<file path="config.mk">
export PLATFORM = sky130hd
export DESIGN_NAME = eca_loader
export DESIGN_NICKNAME = d
export VERILOG_FILES = /design/src/rtl/eca_pkg.sv /design/src/rtl/eca_loader.sv
export SDC_FILE = /design/constraint.sdc
export NUM_CORES = 1
export LEC_CHECK = 0
export ABC_CLOCK_PERIOD_IN_PS = 7180
export BUFFER_PORTS_ARGS = -buffer_cell sky130_fd_sc_hd__buf_2
export CELL_PAD_IN_SITES_DETAIL_PLACEMENT = 0
export CELL_PAD_IN_SITES_GLOBAL_PLACEMENT = 1
export CORE_ASPECT_RATIO = 0.75
export CORE_MARGIN = 1
export CORE_UTILIZATION = 48
export CTS_BUF_LIST = sky130_fd_sc_hd__clkbuf_2
export DETAILED_ROUTE_END_ITERATION = 10
export PLACE_DENSITY = 0.93
export SYNTH_ARGS = -nofsm -noshare
export SYNTH_HDL_FRONTEND = slang
export SYNTH_SLANG_ARGS = --single-unit
</file>
<file path="constraint.sdc">
create_clock -name ref_clk -period 7.18 [get_ports ref_clk]
set_input_delay 0 -clock ref_clk [delete_from_list [all_inputs] [get_ports ref_clk]]
set_output_delay 0 -clock ref_clk [all_outputs]
set_load 0.01 [all_outputs]
</file>
<file path="src/rtl/eca_pkg.sv">
// Constants, types and register map of the configuration autoloader
package eca_pkg;

    // Word indexes of the serial memory image
    localparam int W_MAC0 = 0;
    localparam int W_MAC1 = 1;
    localparam int W_MAC2 = 2;
    localparam int W_ALC  = 3;
    localparam int W_VID  = 4;
    localparam int W_PID  = 5;
    localparam int W_EEE  = 6;
    localparam int W_WAKE = 7;
    localparam int W_EXT  = 11;
    localparam int N_WORDS = 12;
    localparam logic [3:0] LAST_WORD = 4'hb;

    // Two-bit enable fields of the auto-load control word
    localparam int F_IDS  = 0;
    localparam int F_EEE  = 4;
    localparam int F_PWR  = 6;
    localparam int F_WAKE = 8;
    localparam int F_LED  = 10;
    localparam int F_PHY  = 12;
    localparam int F_XTRA = 14;
    localparam logic [1:0] FIELD_ON = 2'h1;

    // Wake-up mode word bits governed by each enable field
    localparam logic [15:0] MASK_EEE  = 16'h0400;
    localparam logic [15:0] MASK_PWR  = 16'h080f;
    localparam logic [15:0] MASK_WAKE = 16'h0070;
    localparam logic [15:0] MASK_LED  = 16'h0080;
    localparam logic [15:0] MASK_PHY  = 16'h0300;
    localparam logic [15:0] MASK_XTRA = 16'hf000;

    // Wake-up mode word bit positions
    localparam int B_WOL_LOW   = 0;
    localparam int B_WOL_PULSE = 1;
    localparam int B_WAKE_EN   = 2;
    localparam int B_MAGIC     = 4;
    localparam int B_LINK      = 5;
    localparam int B_LED       = 7;
    localparam int B_PHY_ON    = 8;
    localparam int B_FIBER     = 9;
    localparam int B_EEE_OPT   = 10;
    localparam int B_MGMT      = 11;
    localparam int B_XOVER     = 14;

    // Values after reset of the applied settings
    localparam logic [15:0] WAKE_DEFAULT = 16'h4000;
    localparam logic [6:0]  EEE_DEFAULT  = 7'h00;
    localparam logic [15:0] EXT_DEFAULT  = 16'h0000;

    // Serial clock timing, 500 ns least half period
    localparam int SK_HALF_NS = 500;
    localparam int CLK_MHZ    = 125;
    localparam int SK_HALF_CYC = (SK_HALF_NS * CLK_MHZ + 999) / 1000;
    localparam logic [5:0] SK_HALF_LAST = 6'(SK_HALF_CYC - 1);

    // Read frame: start bit, opcode, six address bits, dummy, 16 data
    localparam logic [2:0] CMD_READ   = 3'h6;
    localparam logic [4:0] DATA_FIRST = 5'h0a;
    localparam logic [4:0] FRAME_LAST = 5'h19;

    // APB register byte addresses and status bits
    localparam logic [11:0] A_CTRL   = 12'h000;
    localparam logic [11:0] A_STATUS = 12'h004;
    localparam logic [11:0] A_MAC_LO = 12'h008;
    localparam logic [11:0] A_MAC_HI = 12'h00c;
    localparam logic [11:0] A_IDS    = 12'h010;
    localparam logic [11:0] A_WAKE   = 12'h014;
    localparam logic [11:0] A_EEE    = 12'h018;
    localparam logic [11:0] A_EXT    = 12'h01c;
    localparam logic [11:0] A_ALC    = 12'h020;
    localparam int CTRL_RELOAD = 0;
    localparam int ST_DONE     = 0;
    localparam int ST_BUSY     = 1;

    // Decoded option bits, order is the WAKE register layout from bit 10
    typedef struct packed {
        logic auto_crossover;
        logic fiber_mode;
        logic phy_enable;
        logic management_interrupt;
        logic eee_option;
        logic led_mode;
        logic link_wake_en;
        logic magic_wake_en;
        logic wakeup_event_en;
        logic wol_pulse;
        logic wol_active_low;
    } eca_opt_type;

    // Applied configuration
    typedef struct packed {
        logic [47:0] mac_addr;
        logic [15:0] usb_vid;
        logic [15:0] usb_pid;
        logic [6:0]  eee_ctrl;
        logic [15:0] ext_word;
        logic [15:0] alc_word;
        eca_opt_type opt;
    } eca_cfg_type;

    // Loader states, Gray coded along the read path
    typedef enum logic [2:0] {
        S_IDLE  = 3'h0,
        S_START = 3'h1,
        S_SHIFT = 3'h3,
        S_GAP   = 3'h2,
        S_APPLY = 3'h6
    } eca_state_type;

endpackage

</file>
<file path="src/rtl/eca_loader.sv">
// Serial memory configuration autoloader with APB status port
//
// Function
// - Bytes zero to five of the image form the station MAC address.
// - Control bits 1:0 equal 01 replace built-in vendor and product IDs.
// - Control bits 5:4 equal 01 apply wake bit 10 and EEE word.
// - Control bits 7:6 equal 01 apply wake bits 11 and 3:0.
// - Control bits 11:10 equal 01 apply wake bit 7, LED mode.
// - Control bits 9:8 equal 01 apply wake bits 6:4.
// - Control bits 13:12 equal 01 apply wake bits 9:8.
// - Control bits 15:14 equal 01 apply wake bits 15:12 and word 11.
// - Word 4 is the vendor ID, built-in default otherwise.
// - Word 5 is the product ID, built-in default otherwise.
// - EEE word low seven bits go to register 3FH bits 6:0.
// - Polarity bit set makes wake-on-LAN output active low.
// - Wake event enable bit goes to register 0 bit 6.
// - Bit 4 enables magic-packet wake during suspend, default off.
// - Bit 5 enables link-change wake during suspend, default off.
// - Set bit keeps internal PHY enabled after power-on, default off.
// - Management interrupt enable goes to register 0FH bit 7.
// - Fiber bit puts PHY in fiber mode, default copper.
// - Bit 7 selects LED mode 1, default mode 0.
// - Bit 14 enables automatic crossover, enabled by default.
//
// Local design decisions: the address map and the APB interface to the registers.
`timescale 1ns/1ps

module eca_loader #(
    parameter logic [15:0] DEF_VID = 16'h1d50, // Arbitrary value
    parameter logic [15:0] DEF_PID = 16'h6001  // Arbitrary value
) (
    // Clock and reset
    input  wire logic               ref_clk,
    input  wire logic               rst,
    // APB slave
    input  wire logic               psel,
    input  wire logic               penable,
    input  wire logic               pwrite,
    input  wire logic [11:0]        paddr,
    input  wire logic [31:0]        pwdata,
    output logic [31:0]             prdata,
    output logic                    pready,
    output logic                    pslverr,
    // Serial memory pins
    output logic                    ee_cs,
    output logic                    ee_sk,
    output logic                    ee_di,
    input  wire logic               ee_do,
    // Wake event from the MAC side
    input  wire logic               wol_event,
    output logic                    wake_on_lan_output,
    // Applied configuration
    output eca_pkg::eca_cfg_type    cfg,
    output logic                    load_done
);

    eca_pkg::eca_state_type state_reg;
    logic [15:0] words_mem [eca_pkg::N_WORDS];
    logic [5:0]  tick_cnt_reg;
    logic        tick;
    logic [3:0]  word_idx_reg;
    logic [4:0]  bit_cnt_reg;
    logic [15:0] shift_reg;
    logic [8:0]  out_reg;
    logic [8:0]  cmd_bits;
    logic        do_meta_reg;
    logic        do_sync_reg;
    logic        boot_reg;
    logic        reload_reg;
    logic        start_req;
    logic        busy;
    logic [15:0] alc;
    logic [15:0] wake_mask;
    logic [15:0] wake_next;
    logic [31:0] rd_data;
    logic        rd_hit;
    logic        apb_take;
    logic        apb_done;

    // Enable field test; only the exact pattern 01 counts
    function automatic logic field_on(input logic [15:0] w, input int pos);
        return w[pos+:2] == eca_pkg::FIELD_ON;
    endfunction

    localparam eca_pkg::eca_cfg_type CFG_RESET = '{
        mac_addr: 48'h0,
        usb_vid:  DEF_VID,
        usb_pid:  DEF_PID,
        eee_ctrl: eca_pkg::EEE_DEFAULT,
        ext_word: eca_pkg::EXT_DEFAULT,
        alc_word: 16'h0000,
        opt:      11'h400
    };

    assign busy      = (state_reg != eca_pkg::S_IDLE);
    assign start_req = boot_reg | reload_reg;
    assign cmd_bits  = {eca_pkg::CMD_READ, 2'h0, word_idx_reg};
    assign tick      = (tick_cnt_reg == eca_pkg::SK_HALF_LAST);
    assign apb_take  = psel & penable & ~pready;
    assign apb_done  = psel & penable & pready;

    // Data line from the memory is asynchronous to ref_clk
    always_ff @(posedge ref_clk or posedge rst) begin
        if (rst) begin
            do_meta_reg <= 1'b0;
            do_sync_reg <= 1'b0;
        end else begin
            do_meta_reg <= ee_do;
            do_sync_reg <= do_meta_reg;
        end
    end

    // Half-period divider for the serial clock, idle outside a load
    always_ff @(posedge ref_clk or posedge rst) begin
        if (rst) begin
            tick_cnt_reg <= 6'h00;
        end else if (!busy || tick) begin
            tick_cnt_reg <= 6'h00;
        end else begin
            tick_cnt_reg <= 6'(tick_cnt_reg + 6'h01);
        end
    end

    // Power-on load request, consumed when the loader starts
    always_ff @(posedge ref_clk or posedge rst) begin
        if (rst) begin
            boot_reg <= 1'b1;
        end else if (!busy) begin
            boot_reg <= 1'b0;
        end
    end

    // Word-read sequencer; one read frame per word, all twelve words
    always_ff @(posedge ref_clk or posedge rst) begin
        if (rst) begin
            state_reg    <= eca_pkg::S_IDLE;
            word_idx_reg <= 4'h0;
            bit_cnt_reg  <= 5'h00;
            shift_reg    <= 16'h0000;
            out_reg      <= 9'h000;
            ee_cs        <= 1'b0;
            ee_sk        <= 1'b0;
            ee_di        <= 1'b0;
        end else begin
            case (state_reg)
                eca_pkg::S_IDLE: begin
                    if (start_req) begin
                        word_idx_reg <= 4'h0;
                        ee_cs        <= 1'b1;
                        ee_di        <= 1'b1; // Start bit
                        state_reg    <= eca_pkg::S_START;
                    end
                end
                eca_pkg::S_START: begin
                    bit_cnt_reg <= 5'h00;
                    out_reg     <= {cmd_bits[7:0], 1'b0};
                    if (tick) begin
                        state_reg <= eca_pkg::S_SHIFT;
                    end
                end
                eca_pkg::S_SHIFT: begin
                    if (tick && !ee_sk) begin
                        ee_sk <= 1'b1;
                    end else if (tick) begin
                        // Sample late in the high phase, data long settled
                        ee_sk <= 1'b0;
                        if (bit_cnt_reg >= eca_pkg::DATA_FIRST) begin
                            shift_reg <= {shift_reg[14:0], do_sync_reg};
                        end
                        if (bit_cnt_reg == eca_pkg::FRAME_LAST) begin
                            ee_cs     <= 1'b0;
                            ee_di     <= 1'b0;
                            state_reg <= eca_pkg::S_GAP;
                        end else begin
                            bit_cnt_reg <= 5'(bit_cnt_reg + 5'h01);
                            ee_di       <= out_reg[8];
                            out_reg     <= {out_reg[7:0], 1'b0};
                        end
                    end
                end
                eca_pkg::S_GAP: begin
                    // Chip select stays low a full half period between words
                    if (tick && word_idx_reg == eca_pkg::LAST_WORD) begin
                        state_reg <= eca_pkg::S_APPLY;
                    end else if (tick) begin
                        word_idx_reg <= 4'(word_idx_reg + 4'h1);
                        ee_cs        <= 1'b1;
                        ee_di        <= 1'b1;
                        state_reg    <= eca_pkg::S_START;
                    end
                end
                eca_pkg::S_APPLY: begin
                    state_reg <= eca_pkg::S_IDLE;
                end
                default: begin
                    state_reg <= eca_pkg::S_IDLE;
                    ee_cs     <= 1'b0;
                    ee_sk     <= 1'b0;
                end
            endcase
        end
    end

    // Image store, written once per word at the end of the gap after its frame
    always_ff @(posedge ref_clk) begin
        if (state_reg == eca_pkg::S_GAP && tick) begin
            words_mem[word_idx_reg] <= shift_reg;
        end
    end

    // Merge enabled wake bits over their defaults
    always_comb begin
        alc       = words_mem[eca_pkg::W_ALC];
        wake_mask = 16'h0000;
        if (field_on(alc, eca_pkg::F_EEE)) begin
            wake_mask = wake_mask | eca_pkg::MASK_EEE;
        end
        if (field_on(alc, eca_pkg::F_PWR)) begin
            wake_mask = wake_mask | eca_pkg::MASK_PWR;
        end
        if (field_on(alc, eca_pkg::F_WAKE)) begin
            wake_mask = wake_mask | eca_pkg::MASK_WAKE;
        end
        if (field_on(alc, eca_pkg::F_LED)) begin
            wake_mask = wake_mask | eca_pkg::MASK_LED;
        end
        if (field_on(alc, eca_pkg::F_PHY)) begin
            wake_mask = wake_mask | eca_pkg::MASK_PHY;
        end
        if (field_on(alc, eca_pkg::F_XTRA)) begin
            wake_mask = wake_mask | eca_pkg::MASK_XTRA;
        end
        // Unmasked bits keep defaults whatever the field holds
        wake_next = (eca_pkg::WAKE_DEFAULT & ~wake_mask)
                  | (words_mem[eca_pkg::W_WAKE] & wake_mask);
    end

    // Settings change only once the whole image is in, all at one edge
    always_ff @(posedge ref_clk or posedge rst) begin
        if (rst) begin
            cfg <= CFG_RESET;
        end else if (state_reg == eca_pkg::S_APPLY) begin
            cfg.mac_addr <= {words_mem[eca_pkg::W_MAC0][7:0],
                             words_mem[eca_pkg::W_MAC0][15:8],
                             words_mem[eca_pkg::W_MAC1][7:0],
                             words_mem[eca_pkg::W_MAC1][15:8],
                             words_mem[eca_pkg::W_MAC2][7:0],
                             words_mem[eca_pkg::W_MAC2][15:8]};
            cfg.usb_vid <= field_on(alc, eca_pkg::F_IDS) ?
                           words_mem[eca_pkg::W_VID] : DEF_VID;
            cfg.usb_pid <= field_on(alc, eca_pkg::F_IDS) ?
                           words_mem[eca_pkg::W_PID] : DEF_PID;
            cfg.eee_ctrl <= field_on(alc, eca_pkg::F_EEE) ?
                            words_mem[eca_pkg::W_EEE][6:0] :
                            eca_pkg::EEE_DEFAULT;
            cfg.ext_word <= field_on(alc, eca_pkg::F_XTRA) ?
                            words_mem[eca_pkg::W_EXT] :
                            eca_pkg::EXT_DEFAULT;
            cfg.alc_word <= alc;
            cfg.opt.wol_active_low <= wake_next[eca_pkg::B_WOL_LOW];
            cfg.opt.wol_pulse      <= wake_next[eca_pkg::B_WOL_PULSE];
            cfg.opt.wakeup_event_en <= wake_next[eca_pkg::B_WAKE_EN];
            cfg.opt.magic_wake_en  <= wake_next[eca_pkg::B_MAGIC];
            cfg.opt.link_wake_en   <= wake_next[eca_pkg::B_LINK];
            cfg.opt.led_mode       <= wake_next[eca_pkg::B_LED];
            cfg.opt.eee_option     <= wake_next[eca_pkg::B_EEE_OPT];
            cfg.opt.management_interrupt <= wake_next[eca_pkg::B_MGMT];
            cfg.opt.phy_enable     <= wake_next[eca_pkg::B_PHY_ON];
            cfg.opt.fiber_mode     <= wake_next[eca_pkg::B_FIBER];
            cfg.opt.auto_crossover <= wake_next[eca_pkg::B_XOVER];
        end
    end

    // Done flag drops on every new load so software sees it restart
    always_ff @(posedge ref_clk or posedge rst) begin
        if (rst) begin
            load_done <= 1'b0;
        end else if (state_reg == eca_pkg::S_APPLY) begin
            load_done <= 1'b1;
        end else if (!busy && start_req) begin
            load_done <= 1'b0;
        end
    end

    // Wake output polarity follows the applied setting
    always_ff @(posedge ref_clk or posedge rst) begin
        if (rst) begin
            wake_on_lan_output <= 1'b0;
        end else begin
            wake_on_lan_output <= wol_event ^ cfg.opt.wol_active_low;
        end
    end

    // Register read mux
    always_comb begin
        rd_data = 32'h0000_0000;
        rd_hit  = 1'b1;
        case (paddr)
            eca_pkg::A_CTRL: rd_data = 32'h0000_0000;
            eca_pkg::A_STATUS: begin
                rd_data[eca_pkg::ST_DONE] = load_done;
                rd_data[eca_pkg::ST_BUSY] = busy;
            end
            eca_pkg::A_MAC_LO: rd_data = cfg.mac_addr[31:0];
            eca_pkg::A_MAC_HI: rd_data = {16'h0000, cfg.mac_addr[47:32]};
            eca_pkg::A_IDS:    rd_data = {cfg.usb_pid, cfg.usb_vid};
            eca_pkg::A_WAKE:   rd_data = {21'h000000, cfg.opt};
            eca_pkg::A_EEE:    rd_data = {25'h0000000, cfg.eee_ctrl};
            eca_pkg::A_EXT:    rd_data = {16'h0000, cfg.ext_word};
            eca_pkg::A_ALC:    rd_data = {16'h0000, cfg.alc_word};
            default:           rd_hit  = 1'b0;
        endcase
    end

    // APB answer one cycle into the access phase; a trade for flop outputs
    always_ff @(posedge ref_clk or posedge rst) begin
        if (rst) begin
            pready  <= 1'b0;
            prdata  <= 32'h0000_0000;
            pslverr <= 1'b0;
        end else begin
            pready <= apb_take;
            if (apb_take) begin
                prdata  <= pwrite ? 32'h0000_0000 : rd_data;
                pslverr <= ~rd_hit;
            end else begin
                pslverr <= 1'b0;
            end
        end
    end

    // Reload request; a write during a load queues one more pass
    always_ff @(posedge ref_clk or posedge rst) begin
        if (rst) begin
            reload_reg <= 1'b0;
        end else if (apb_done && pwrite && paddr == eca_pkg::A_CTRL
                     && pwdata[eca_pkg::CTRL_RELOAD]) begin
            reload_reg <= 1'b1;
        end else if (!busy) begin
            reload_reg <= 1'b0;
        end
    end
endmodule

</file>
* After elaboration in Yosys (flattened, before gate mapping)
Memory sizes are Yosys's and may differ from the RTL's. A register that Yosys moved wholly into a read port is not among the register bits. Index checks and enable logic that the tools add are counted.
Storage, ports and cells: register bits after elaboration 168, RAM bits 192, bits of input ports 51, output and inout port bits 169, word-level logic and storage cells 168, memories kept 1
Memory list:
- words_mem | depth 12, bits a word 16, rd ports 9, clocked after memory_dff 3, write ports 1, line eca_loader.sv:58 | logic [15:0] words_mem [eca_pkg::N_WORDS];
Cells by class: add/subtract/negate cells 3, $lt $le $gt $ge 1, equal/unequal tests 33, multiplexer cells 56, bitwise operators 13, reduce and logical (&&, ||, !) cells 27
Operators by type and width (count):
- case mux 30 bit (7 select lines) | 1
- == test 12 x 5 -> 1 bit, second input constant | 4
- two-way mux 16 bit | 3
- two-way mux 32 bit | 1
- two-way mux 9 bit | 3
- == test 12 x 4 -> 1 bit, second input constant | 2
- two-way mux 3 bit | 7
- two-way mux 1 bit | 19
- case mux 9 bit (2 select lines) | 1
- inequality test 2 bit, second input constant | 8
- case mux 2 bit (8 select lines) | 1
- AND 15 bit | 1
- two-way mux 15 bit | 1
- two-way mux 5 bit | 3
- NOT 15 bit | 1
- OR 15 bit | 1
- == test 2 x 1 -> 1 bit, second input constant | 7
- two-way mux 7 bit | 2
- == test 12 x 3 -> 1 bit, second input constant | 1
- == test 12 x 6 -> 1 bit, second input constant | 1
- zero test 12 bit | 1
- two-way mux 12 bit | 1
- two-way mux 4 bit | 3
- case mux 3 bit (4 select lines) | 1
- other kinds (38) | 59

* Depth between registers and ports, before layout
Gate-level depths: netlist of the first run. An unclocked memory read counts as a cell.
word-level depth 10, depth in mapped cells 8, mapped depth without buffers 6

* Least setup slack after synthesis of the first run
No wires, ideal clock.
kind register to register, start reg state_reg[0], end mem words_mem[3][0], enable pin, arrival 2659 ps, path slack 4091 ps, stages on the path, launching flop included 5, path buffers 1, path through dfrtp_1 clkbuf_1 nor3b_1 nand3_1 nor4_1
Between the ends: longest elaborated chain between the ends 4
RTL lines:
- start: declaration | line eca_loader.sv:57 | eca_pkg::eca_state_type state_reg;
- start signal: assignment | line eca_loader.sv:136 | state_reg <= eca_pkg::S_IDLE;
- start signal: assignment | line eca_loader.sv:151 | state_reg <= eca_pkg::S_START;
- start signal: assignment | line eca_loader.sv:158 | state_reg <= eca_pkg::S_SHIFT;
- == test 3 x 2 -> 1 bit | line eca_loader.sv:206 | if (state_reg == eca_pkg::S_GAP && tick) begin
- logical AND 1 bit | line eca_loader.sv:206
- two-way mux 1 bit | line eca_loader.sv:206
- two-way mux 1 bit (not written as such) | line eca_loader.sv:207 | words_mem[word_idx_reg] <= shift_reg;
- end: declaration | line eca_loader.sv:58
No other way between the ends.

* Worst setup path after layout of the first run
start reg pready, end reg prdata[9]
Between the ends: longest elaborated chain between the ends 2
RTL lines:
- start: declaration | line eca_loader.sv:42 | output logic pready,
- start signal: assignment | line eca_loader.sv:322 | pready <= apb_take;
- NOT 1 bit | line eca_loader.sv:99 | assign apb_take = psel & penable & ~pready;
- AND 1 bit | line eca_loader.sv:99
- end signal: assignment | line eca_loader.sv:324 | prdata <= pwrite ? 32'h0000_0000 : rd_data;
- end: declaration | line eca_loader.sv:41 | output logic [31:0] prdata,
No other way between the ends. A chain may end at the register's enable or synchronous reset.

==> impl_results.rst, run 1 <==
.. list-table::
   :header-rows: 1

   * - Metric
     - Value
   * - Result of the run
     - finished, final reports clean
   * - Sequential share of the synthesized area
     - 0.6665
   * - Cell Count, Final, Fillers Out
     - 1746
   * - Category of the worst setup path launch point
     - register
   * - Share of the cycle needed by the critical path after routing
     - 0.4507
   * - Pre-CTS worst setup slack
     - 4139 ps
   * - Standby leakage power
     - 7.097 nW
   * - Yosys reg bits
     - 345
   * - Adder-cell share of the synthesized area
     - 0.008072
   * - Critical Path End Type
     - register
   * - Largest family of logic cells by synthesized area
     - simple AND/OR/NAND/NOR gates
   * - Initial antenna violation count
     - 1
   * - Total number of H-tree levels
     - 3
   * - Total die area
     - 29760 sq um
   * - Clock period minus worst slack
     - 3236 ps
   * - Crit Reg-Reg Endpoint
     - prdata[9]
   * - Global-route wire length before repair
     - 57.17 mm
   * - Post-layout net count
     - 1354
   * - EDFF count, synth
     - 130
   * - Post-synthesis instance area
     - 13950 sq um
   * - Number of buffers created by CTS
     - 81
   * - # setup viols final
     - 0
   * - Antenna-violating nets left
     - 0
   * - Most area-consuming cells after synthesis
     - dfrtp_1, edfxtp_1, mux2_2, nand2_1, o21ai_0
   * - Compound-cell area share of the yosys netlist
     - 0.09040
   * - Setup tns final
     - 0 ps
   * - Top-area cell type share of the netlist area
     - 0.3659
   * - Syn_nets
     - 1092
   * - Relative slew slack
     - 0.1765
   * - Post-synthesis cell type count
     - 70
   * - Arrival time worst endpoint
     - 4020 ps
   * - Unrepaired setup endpoints after global routing
     - no
   * - Starting density of the core
     - 0.4927
   * - Final HPWL DP
     - 25.10 mm
   * - Placement Rows
     - 53
   * - Iteration-0 DRC Markers
     - 994
   * - Portion of netlist area occupied by mux cells
     - 0.09372
   * - Proportion of layout cells with a drive suffix above 1
     - 0.3537
   * - Number of maximum-capacitance violations
     - 0
   * - Reg-to-reg slack, setup
     - 3940 ps
   * - Most used DFF post-synth
     - dfrtp_1
   * - Number of vias after detailed routing
     - 9821
   * - Clk buf depth
     - 3
   * - Registers with the most flip-flops
     - cfg (130), words_mem (130), prdata (32)
   * - I/O pin count
     - 220
   * - Via count of the first global-routing pass
     - 9397
   * - Placed Instance Area
     - 15160 sq um
   * - Final RePlAce weighted congestion
     - 0.9044
   * - IR drop worst, VDD
     - 131.0 uV
   * - Aggregate global routing overflow
     - 0
   * - Insertion delay of the later-clocked pin in the worst-skew pair
     - 960 ps
   * - Post-synthesis cell count
     - 1032
   * - Count of final max-slew check failures
     - 0
   * - Number of iterations in the first detailed-routing pass
     - 8
   * - First element of the critical path
     - pready
   * - Floorplan die height
     - 149.6 um
   * - Number of sinks on the clock net
     - 345
   * - Synthesis-to-finish area growth
     - 17.15%
   * - Simple-gate share of the synthesized area
     - 0.1113
   * - Die X
     - 198.9 um
   * - Upper clock frequency limit
     - 309.0 MHz
   * - Routed Wire Length
     - 38.45 mm
   * - Design area
     - 16340 sq um
   * - Placed Cells
     - 1556
   * - Detail-routed via count per cell
     - 5.625
   * - Required time at the worst-slack endpoint
     - 7970 ps
   * - Worst setup slack after layout
     - 3944 ps
   * - Root buffer cell
     - clkbuf_2
   * - Largest net degree at the start of global routing
     - 140
   * - Number of input and output port buffers inserted
     - 188
   * - Pwr dens
     - 210.6 nW/um^2
   * - Clock tree from TritonCTS
     - done
   * - Leading area contributor after synthesis
     - dfrtp_1
   * - Slew of the pin with the lowest slew margin
     - 1224 ps
   * - Hold WC Path Type
     - in2reg
   * - Category of the most critical setup path
     - reg2reg
   * - Final routed DRC violation total
     - 0
   * - XOR/XNOR Fraction of Synth Area
     - 0.003139
   * - R2r startpoint
     - pready
   * - Clock skew after layout
     - 123.5 ps
   * - Sum of internal, switching and leakage power
     - 3.441 mW
   * - Synthesized area per cell
     - 13.52 sq um
   * - Number of warnings reported in the yosys synthesis log
     - 0
   * - Routed WL per cell
     - 22.02 um
   * - All-layer global routing usage
     - 0.2633
   * - Async set or reset register ratio after synthesis
     - 0.6232
   * - Area of the placeable core
     - 28320 sq um
   * - Final hold violations
     - 0
   * - Reg clk slew, reported paths
     - 120 ps
   * - Worst reg2reg path depth
     - 8
   * - CP max FO
     - 37
   * - Destination of the critical timing path
     - prdata[9]
cells by family after synthesis:
family          count (synthesis)
flops                         345
simple gates                  309
compound gates                179
mux                           112
buf+inv                        73
fa+ha+maj                       9
xor+xnor                        5
through the flow:
stage               hold slack [ps]  utilization
finish                        49.92       0.5772
detailed placement            116.7       0.5352
global placement              110.8       0.5352
floorplan                     31.43            -
CTS                           2.540       0.5771
global route                  46.11       0.5772
how the worst min path moves through the flow:
stage	from	endpoint	slack, ps	depth (start not counted)
floorplan	ee_do	do_meta_reg	30	0
global placement	ee_do	do_meta_reg	110	1
detailed placement	ee_do	do_meta_reg	120	1
CTS	paddr[8]	prdata[11]	3	5
global route	paddr[8]	pslverr	50	4
finish	paddr[8]	prdata[11]	50	5
layout by cell type (no fill, tap or decap), types with 11 or more instances in the layout:
master / n
buf_2: 188
clkinv_1: 14
buf_4: 11
mux2i_1: 11
o21ai_2: 12
clkbuf_2: 127
inv_1: 12
and2_1: 12
edfxtp_1: 130
dfrtp_1: 204
dfstp_2: 11
nor4_1: 12
nand2_1: 176
dlygate4sd3_1: 40
o21ai_1: 19
mux2_2: 86
nor2_1: 30
o21ai_0: 67
worst max-delay path: stages (launching register included):
cell,delay [ps]
dfrtp_1,390
nand3b_1,120
dlygate4sd3_1,560
buf_4,400
nor2_1,140
o21ai_2,80
dlygate4sd3_1,740
o21ai_1,120
dlygate4sd3_1,580
metal layers:
layer	up-vias	share of wire	wire [um]	global-route usage
met2	521	0.45	17140	0.3911
li1	4356	-	-	-
met3	73	0.11	4053	0.07054
met1	4871	0.42	16300	0.3758
met4	0	0.025	956	0.08808
met5	-	0	0	0
synthesized netlist by cell type, types with 6 or more instances:
cell	count
nand3_1	8
edfxtp_1	130
mux2_1	10
dfstp_2	11
clkbuf_1	32
and2_1	12
o21ai_1	19
nor2b_1	9
nor2_1	31
nand2_1	177
buf_6	8
buf_2	12
o21ai_2	12
inv_1	13
a22oi_1	8
o22ai_1	6
a222oi_1	10
ha_1	9
nor4_1	13
dfrtp_1	204
o21ai_0	67
a22o_1	6
nand4_1	7
a22oi_2	10
and4_1	6
mux2i_1	11
mux2_2	86
final cells by class:
cell class	instances	area (sq um)
clock inverters	22	148.9
diodes	1	2.502
flip-flops and latches	345	9298
inverters	13	56.30
clock buffers	127	635.6
fillers	2306	11970
repair buffers	239	1424
multi-input cells	614	4297
well taps	385	481.7
report_power, final:
| group | switching (mW) | leakage, nW | total [mW] | internal [mW] |
|---|---|---|---|---|
| Combinational | 0.0531 | 2.65 | 0.0751 | 0.0219 |
| Clock | 0.792 | 0.595 | 1.33 | 0.541 |
| Sequential | 0.000705 | 3.85 | 2.03 | 2.03 |
| Total | 0.845 | 7.10 | 3.44 | 2.60 |
what timing repair did:
item | in CTS | in global routing
hold endpoints to repair | 175 | 0
hold buffers | 40 | 0
resized for setup | 0 | 0
setup buffers | 0 | 0
Note: power is estimated with default switching activity, not from simulation.
==> run 2, diff against run 1 <==
Settings changed: ABC_CLOCK_PERIOD_IN_PS 7180 to 2800, CORE_UTILIZATION 48 to 43, PLACE_DENSITY 0.93 to 0.89.
Clock period 7.18 ns to 2.8 ns, I/O delays scaled along.
==> run 2 against run 1 <==
Power rose to 2.5 times the previous value; final cell count is 4.0% higher; design area grew 1.6%; critical path depth is 2 lower; core utilization fell by 5.2 points; non-clock buffer count grew 19; setup slack worse by 3800 ps; die area is 11% higher; via count hardly changed.
==> impl_results.rst, run 2 (synthesis results as in run 1) <==
.. list-table::
   :header-rows: 1

   * - Metric
     - Value
   * - Unrepaired setup endpoints after global routing
     - no (unchanged)
   * - Upper clock frequency limit
     - 373.7 MHz (was 309.0 MHz)
   * - I/O pin count
     - 220 (unchanged)
   * - Total number of H-tree levels
     - 3 (unchanged)
   * - Number of vias after detailed routing
     - 9816 (was 9821)
   * - Sw Pwr
     - 2.117 mW (was 0.8454 mW)
   * - Arrival time worst endpoint
     - 3490 ps (was 4020 ps)
   * - Routed Wire Length
     - 38.64 mm (was 38.45 mm)
   * - Clock period minus worst slack
     - 2676 ps (was 3236 ps)
   * - Placed Cells
     - 1627 (was 1556)
   * - Clk buf depth
     - 3 (unchanged)
   * - Final HPWL DP
     - 26.46 mm (was 25.10 mm)
   * - Standby leakage power
     - 7.211 nW (was 7.097 nW)
   * - Final hold slack
     - 81.44 ps (was 49.92 ps)
   * - Crit path max-delay cell type
     - dlygate4sd3_1 (unchanged)
   * - Critical Path End Type
     - register (unchanged)
   * - Routed WL per cell
     - 21.29 um (was 22.02 um)
   * - Number of iterations in the first detailed-routing pass
     - 7 (was 8)
   * - Via count of the first global-routing pass
     - 9380 (was 9397)
   * - Setup tns final
     - 0 ps (unchanged)
   * - Floorplan die height
     - 158.0 um (was 149.6 um)
   * - All-layer global routing usage
     - 0.2354 (was 0.2633)
   * - Global routing usage on met1
     - 0.3355 (was 0.3758)
   * - Total area of sequential cells
     - 9298 sq um (unchanged)
   * - Synthesis-to-finish area growth
     - 19.01% (was 17.15%)
   * - Crit path largest cell delay
     - 640 ps (was 740 ps)
   * - Most frequent standard cell in the layout excluding fill and tap cells
     - dfrtp_1 (unchanged)
   * - Post-CTS setup buffer count
     - 0 (unchanged)
   * - Number of sinks on the clock net
     - 345 (unchanged)
   * - Antenna-violating nets left
     - 0 (unchanged)
   * - Root buffer cell
     - clkbuf_2 (unchanged)
   * - Area used by multi-input combinational logic
     - 4297 sq um (unchanged)
   * - Relative slew slack
     - 0.3791 (was 0.1765)
   * - Area of the placeable core
     - 31600 sq um (was 28320 sq um)
   * - Final routed DRC violation total
     - 0 (unchanged)
   * - Slew of the pin with the lowest slew margin
     - 929.5 ps (was 1224 ps)
   * - CP cell instances
     - nand4_1, dlygate4sd3_1, nor3b_2, dlygate4sd3_1, a22o_1, dlygate4sd3_1 (was nand3b_1, dlygate4sd3_1, buf_4, nor2_1, o21ai_2, dlygate4sd3_1, o21ai_1, dlygate4sd3_1)
   * - Registers with the most flip-flops
     - cfg (130), words_mem (130), prdata (32) (unchanged)
   * - Met3 usage
     - 0.06368 (was 0.07054)
   * - Clk pwr share
     - 0.382 (was 0.387)
   * - Met2 usage
     - 0.3517 (was 0.3911)
   * - Clock skew after layout
     - 109.9 ps (was 123.5 ps)
   * - Clock tree from TritonCTS
     - done (unchanged)
   * - Global-route wire length before repair
     - 57.55 mm (was 57.17 mm)
   * - Die X
     - 210.0 um (was 198.9 um)
   * - Share of the cycle needed by the critical path after routing
     - 0.9557 (was 0.4507)
   * - Category of the most critical setup path
     - reg2reg (unchanged)
   * - Post-layout net count
     - 1374 (was 1354)
   * - Sw Ratio
     - 0.2415 (was 0.2457)
   * - CP max FO
     - 4 (was 37)
   * - Pwr dens
     - 527.9 nW/um^2 (was 210.6 nW/um^2)
   * - Aggregate global routing overflow
     - 0 (unchanged)
   * - Total die area
     - 33180 sq um (was 29760 sq um)
   * - Required time at the worst-slack endpoint
     - 3620 ps (was 7970 ps)
   * - Number of input and output port buffers inserted
     - 188 (unchanged)
   * - Starting density of the core
     - 0.4415 (was 0.4927)
   * - Commonest cells after routing, fill and taps aside
     - dfrtp_1, buf_2, nand2_1 (unchanged)
   * - Fill cell count
     - 2716 (was 2306)
   * - Number of maximum-capacitance violations
     - 0 (unchanged)
   * - Most congested layer reported by global routing
     - met2 (unchanged)
   * - Final RePlAce weighted congestion
     - 0.9001 (was 0.9044)
   * - Count of final max-slew check failures
     - 0 (unchanged)
   * - Sequential power share
     - 0.595 (was 0.591)
   * - Reg clk slew, reported paths
     - 140 ps (was 120 ps)
   * - Largest net degree at the start of global routing
     - 115 (was 140)
   * - Placement Rows
     - 56 (was 53)
   * - Category of the worst setup path launch point
     - register (unchanged)
   * - Final hold violations
     - 0 (unchanged)
   * - # setup viols final
     - 0 (unchanged)
   * - Combinational share of power
     - 0.023 (was 0.022)
   * - Internal power of the cells
     - 6.648 mW (was 2.596 mW)
   * - Number of buffers created by CTS
     - 82 (was 81)
   * - Insertion delay of the later-clocked pin in the worst-skew pair
     - 900 ps (was 960 ps)
   * - IR drop worst, VDD
     - 236.8 uV (was 131.0 uV)
   * - Top cell by count, worst path
     - dlygate4sd3_1 (unchanged)
   * - Detail-routed via count per cell
     - 5.408 (was 5.625)
   * - Hold WC Path Type
     - in2reg (unchanged)
   * - Cell Count, Final, Fillers Out
     - 1815 (was 1746)
   * - Iteration-0 DRC Markers
     - 966 (was 994)
   * - Proportion of layout cells with a drive suffix above 1
     - 0.3604 (was 0.3537)
   * - Result of the run
     - finished, final reports clean (unchanged)
   * - Initial antenna violation count
     - 3 (was 1)
## run 2: cell types whose count changed in the layout (fill, tap and decap cells not counted), moves of 2 or more
cell,before,now
buf_12,0,6
buf_4,11,26
clkinv_1,14,18
clkinv_2,1,3
dlygate4sd3_1,40,38
inv_2,2,0
## run 2: area by class of cell
| class | count | area share |
|---|---|---|
| multi-input cells | 614 | 0.2588 |
| inverters | 13 | 0.003165 |
| flip-flops and latches | 345 | 0.5600 |
| well taps | 435 | 0.03278 |
| diodes | 1 | 0.0001507 |
| repair buffers | 258 | 0.09857 |
| clock buffers | 126 | 0.03798 |
| clock inverters | 23 | 0.008591 |
## run 2: critical path, delay by kind of cell, from the launching register on
kind / cells / cell delay, ps
AND/OR/NAND/NOR: 2 / 300
AO/OA/AOI/OAI: 1 / 140
flip-flops: 1 / 390
buffers and inverters: 3 / 1770
## run 2: routing by layer
metal | vias to the layer above | routed length (um) | share of wire
li1 | 4411 | - | -
met2 | 459 | 17290 | 0.45
met3 | 58 | 3572 | 0.092
met1 | 4888 | 17020 | 0.44
met4 | 0 | 751 | 0.019
met5 | - | 0 | 0
## run 2: power groups by stage
stage          clock, mW  sequential [mW]  combinational, mW
2_1_floorplan          0             5.32              0.111
3_3_place_gp           0             5.32              0.174
3_5_place_dp           0             5.32              0.177
4_1_cts             3.42             5.21              0.205
5_1_grt             3.67             5.22              0.224
6_report            3.35             5.21              0.204
## run 2: final timing paths
path                                  start           to  slack (ps)  cells after the start
worst min-delay path               paddr[9]    prdata[0]          80                      5
worst max register to register       pready   reload_reg         120                      6
min in group asynchronous               rst     cfg[120]         380                      5
max in group asynchronous               rst      cfg[97]        1760                      5
worst max-delay path                 pready   reload_reg         120                      6
worst min register to register  do_meta_reg  do_sync_reg         370                      0
## run 2: metrics by stage
stage	setup WS (ps)	power [mW]	cell area, sq um	utilization
6_report	123.9	8.765	16600	0.5254
5_1_grt	36.94	9.110	16600	0.5254
4_1_cts	47.82	8.836	16600	0.5252
3_5_place_dp	350.7	5.495	15440	0.4887
3_3_place_gp	418.6	5.492	15440	0.4887
2_1_floorplan	10.84	5.432	13960	-
## run 2: timing repair
action                                  in CTS  in global routing
hold buffers                                38                  0
endpoints found under the setup margin       0                  1
endpoints found under the hold margin      252                  0
gates resized for setup                      0                  1
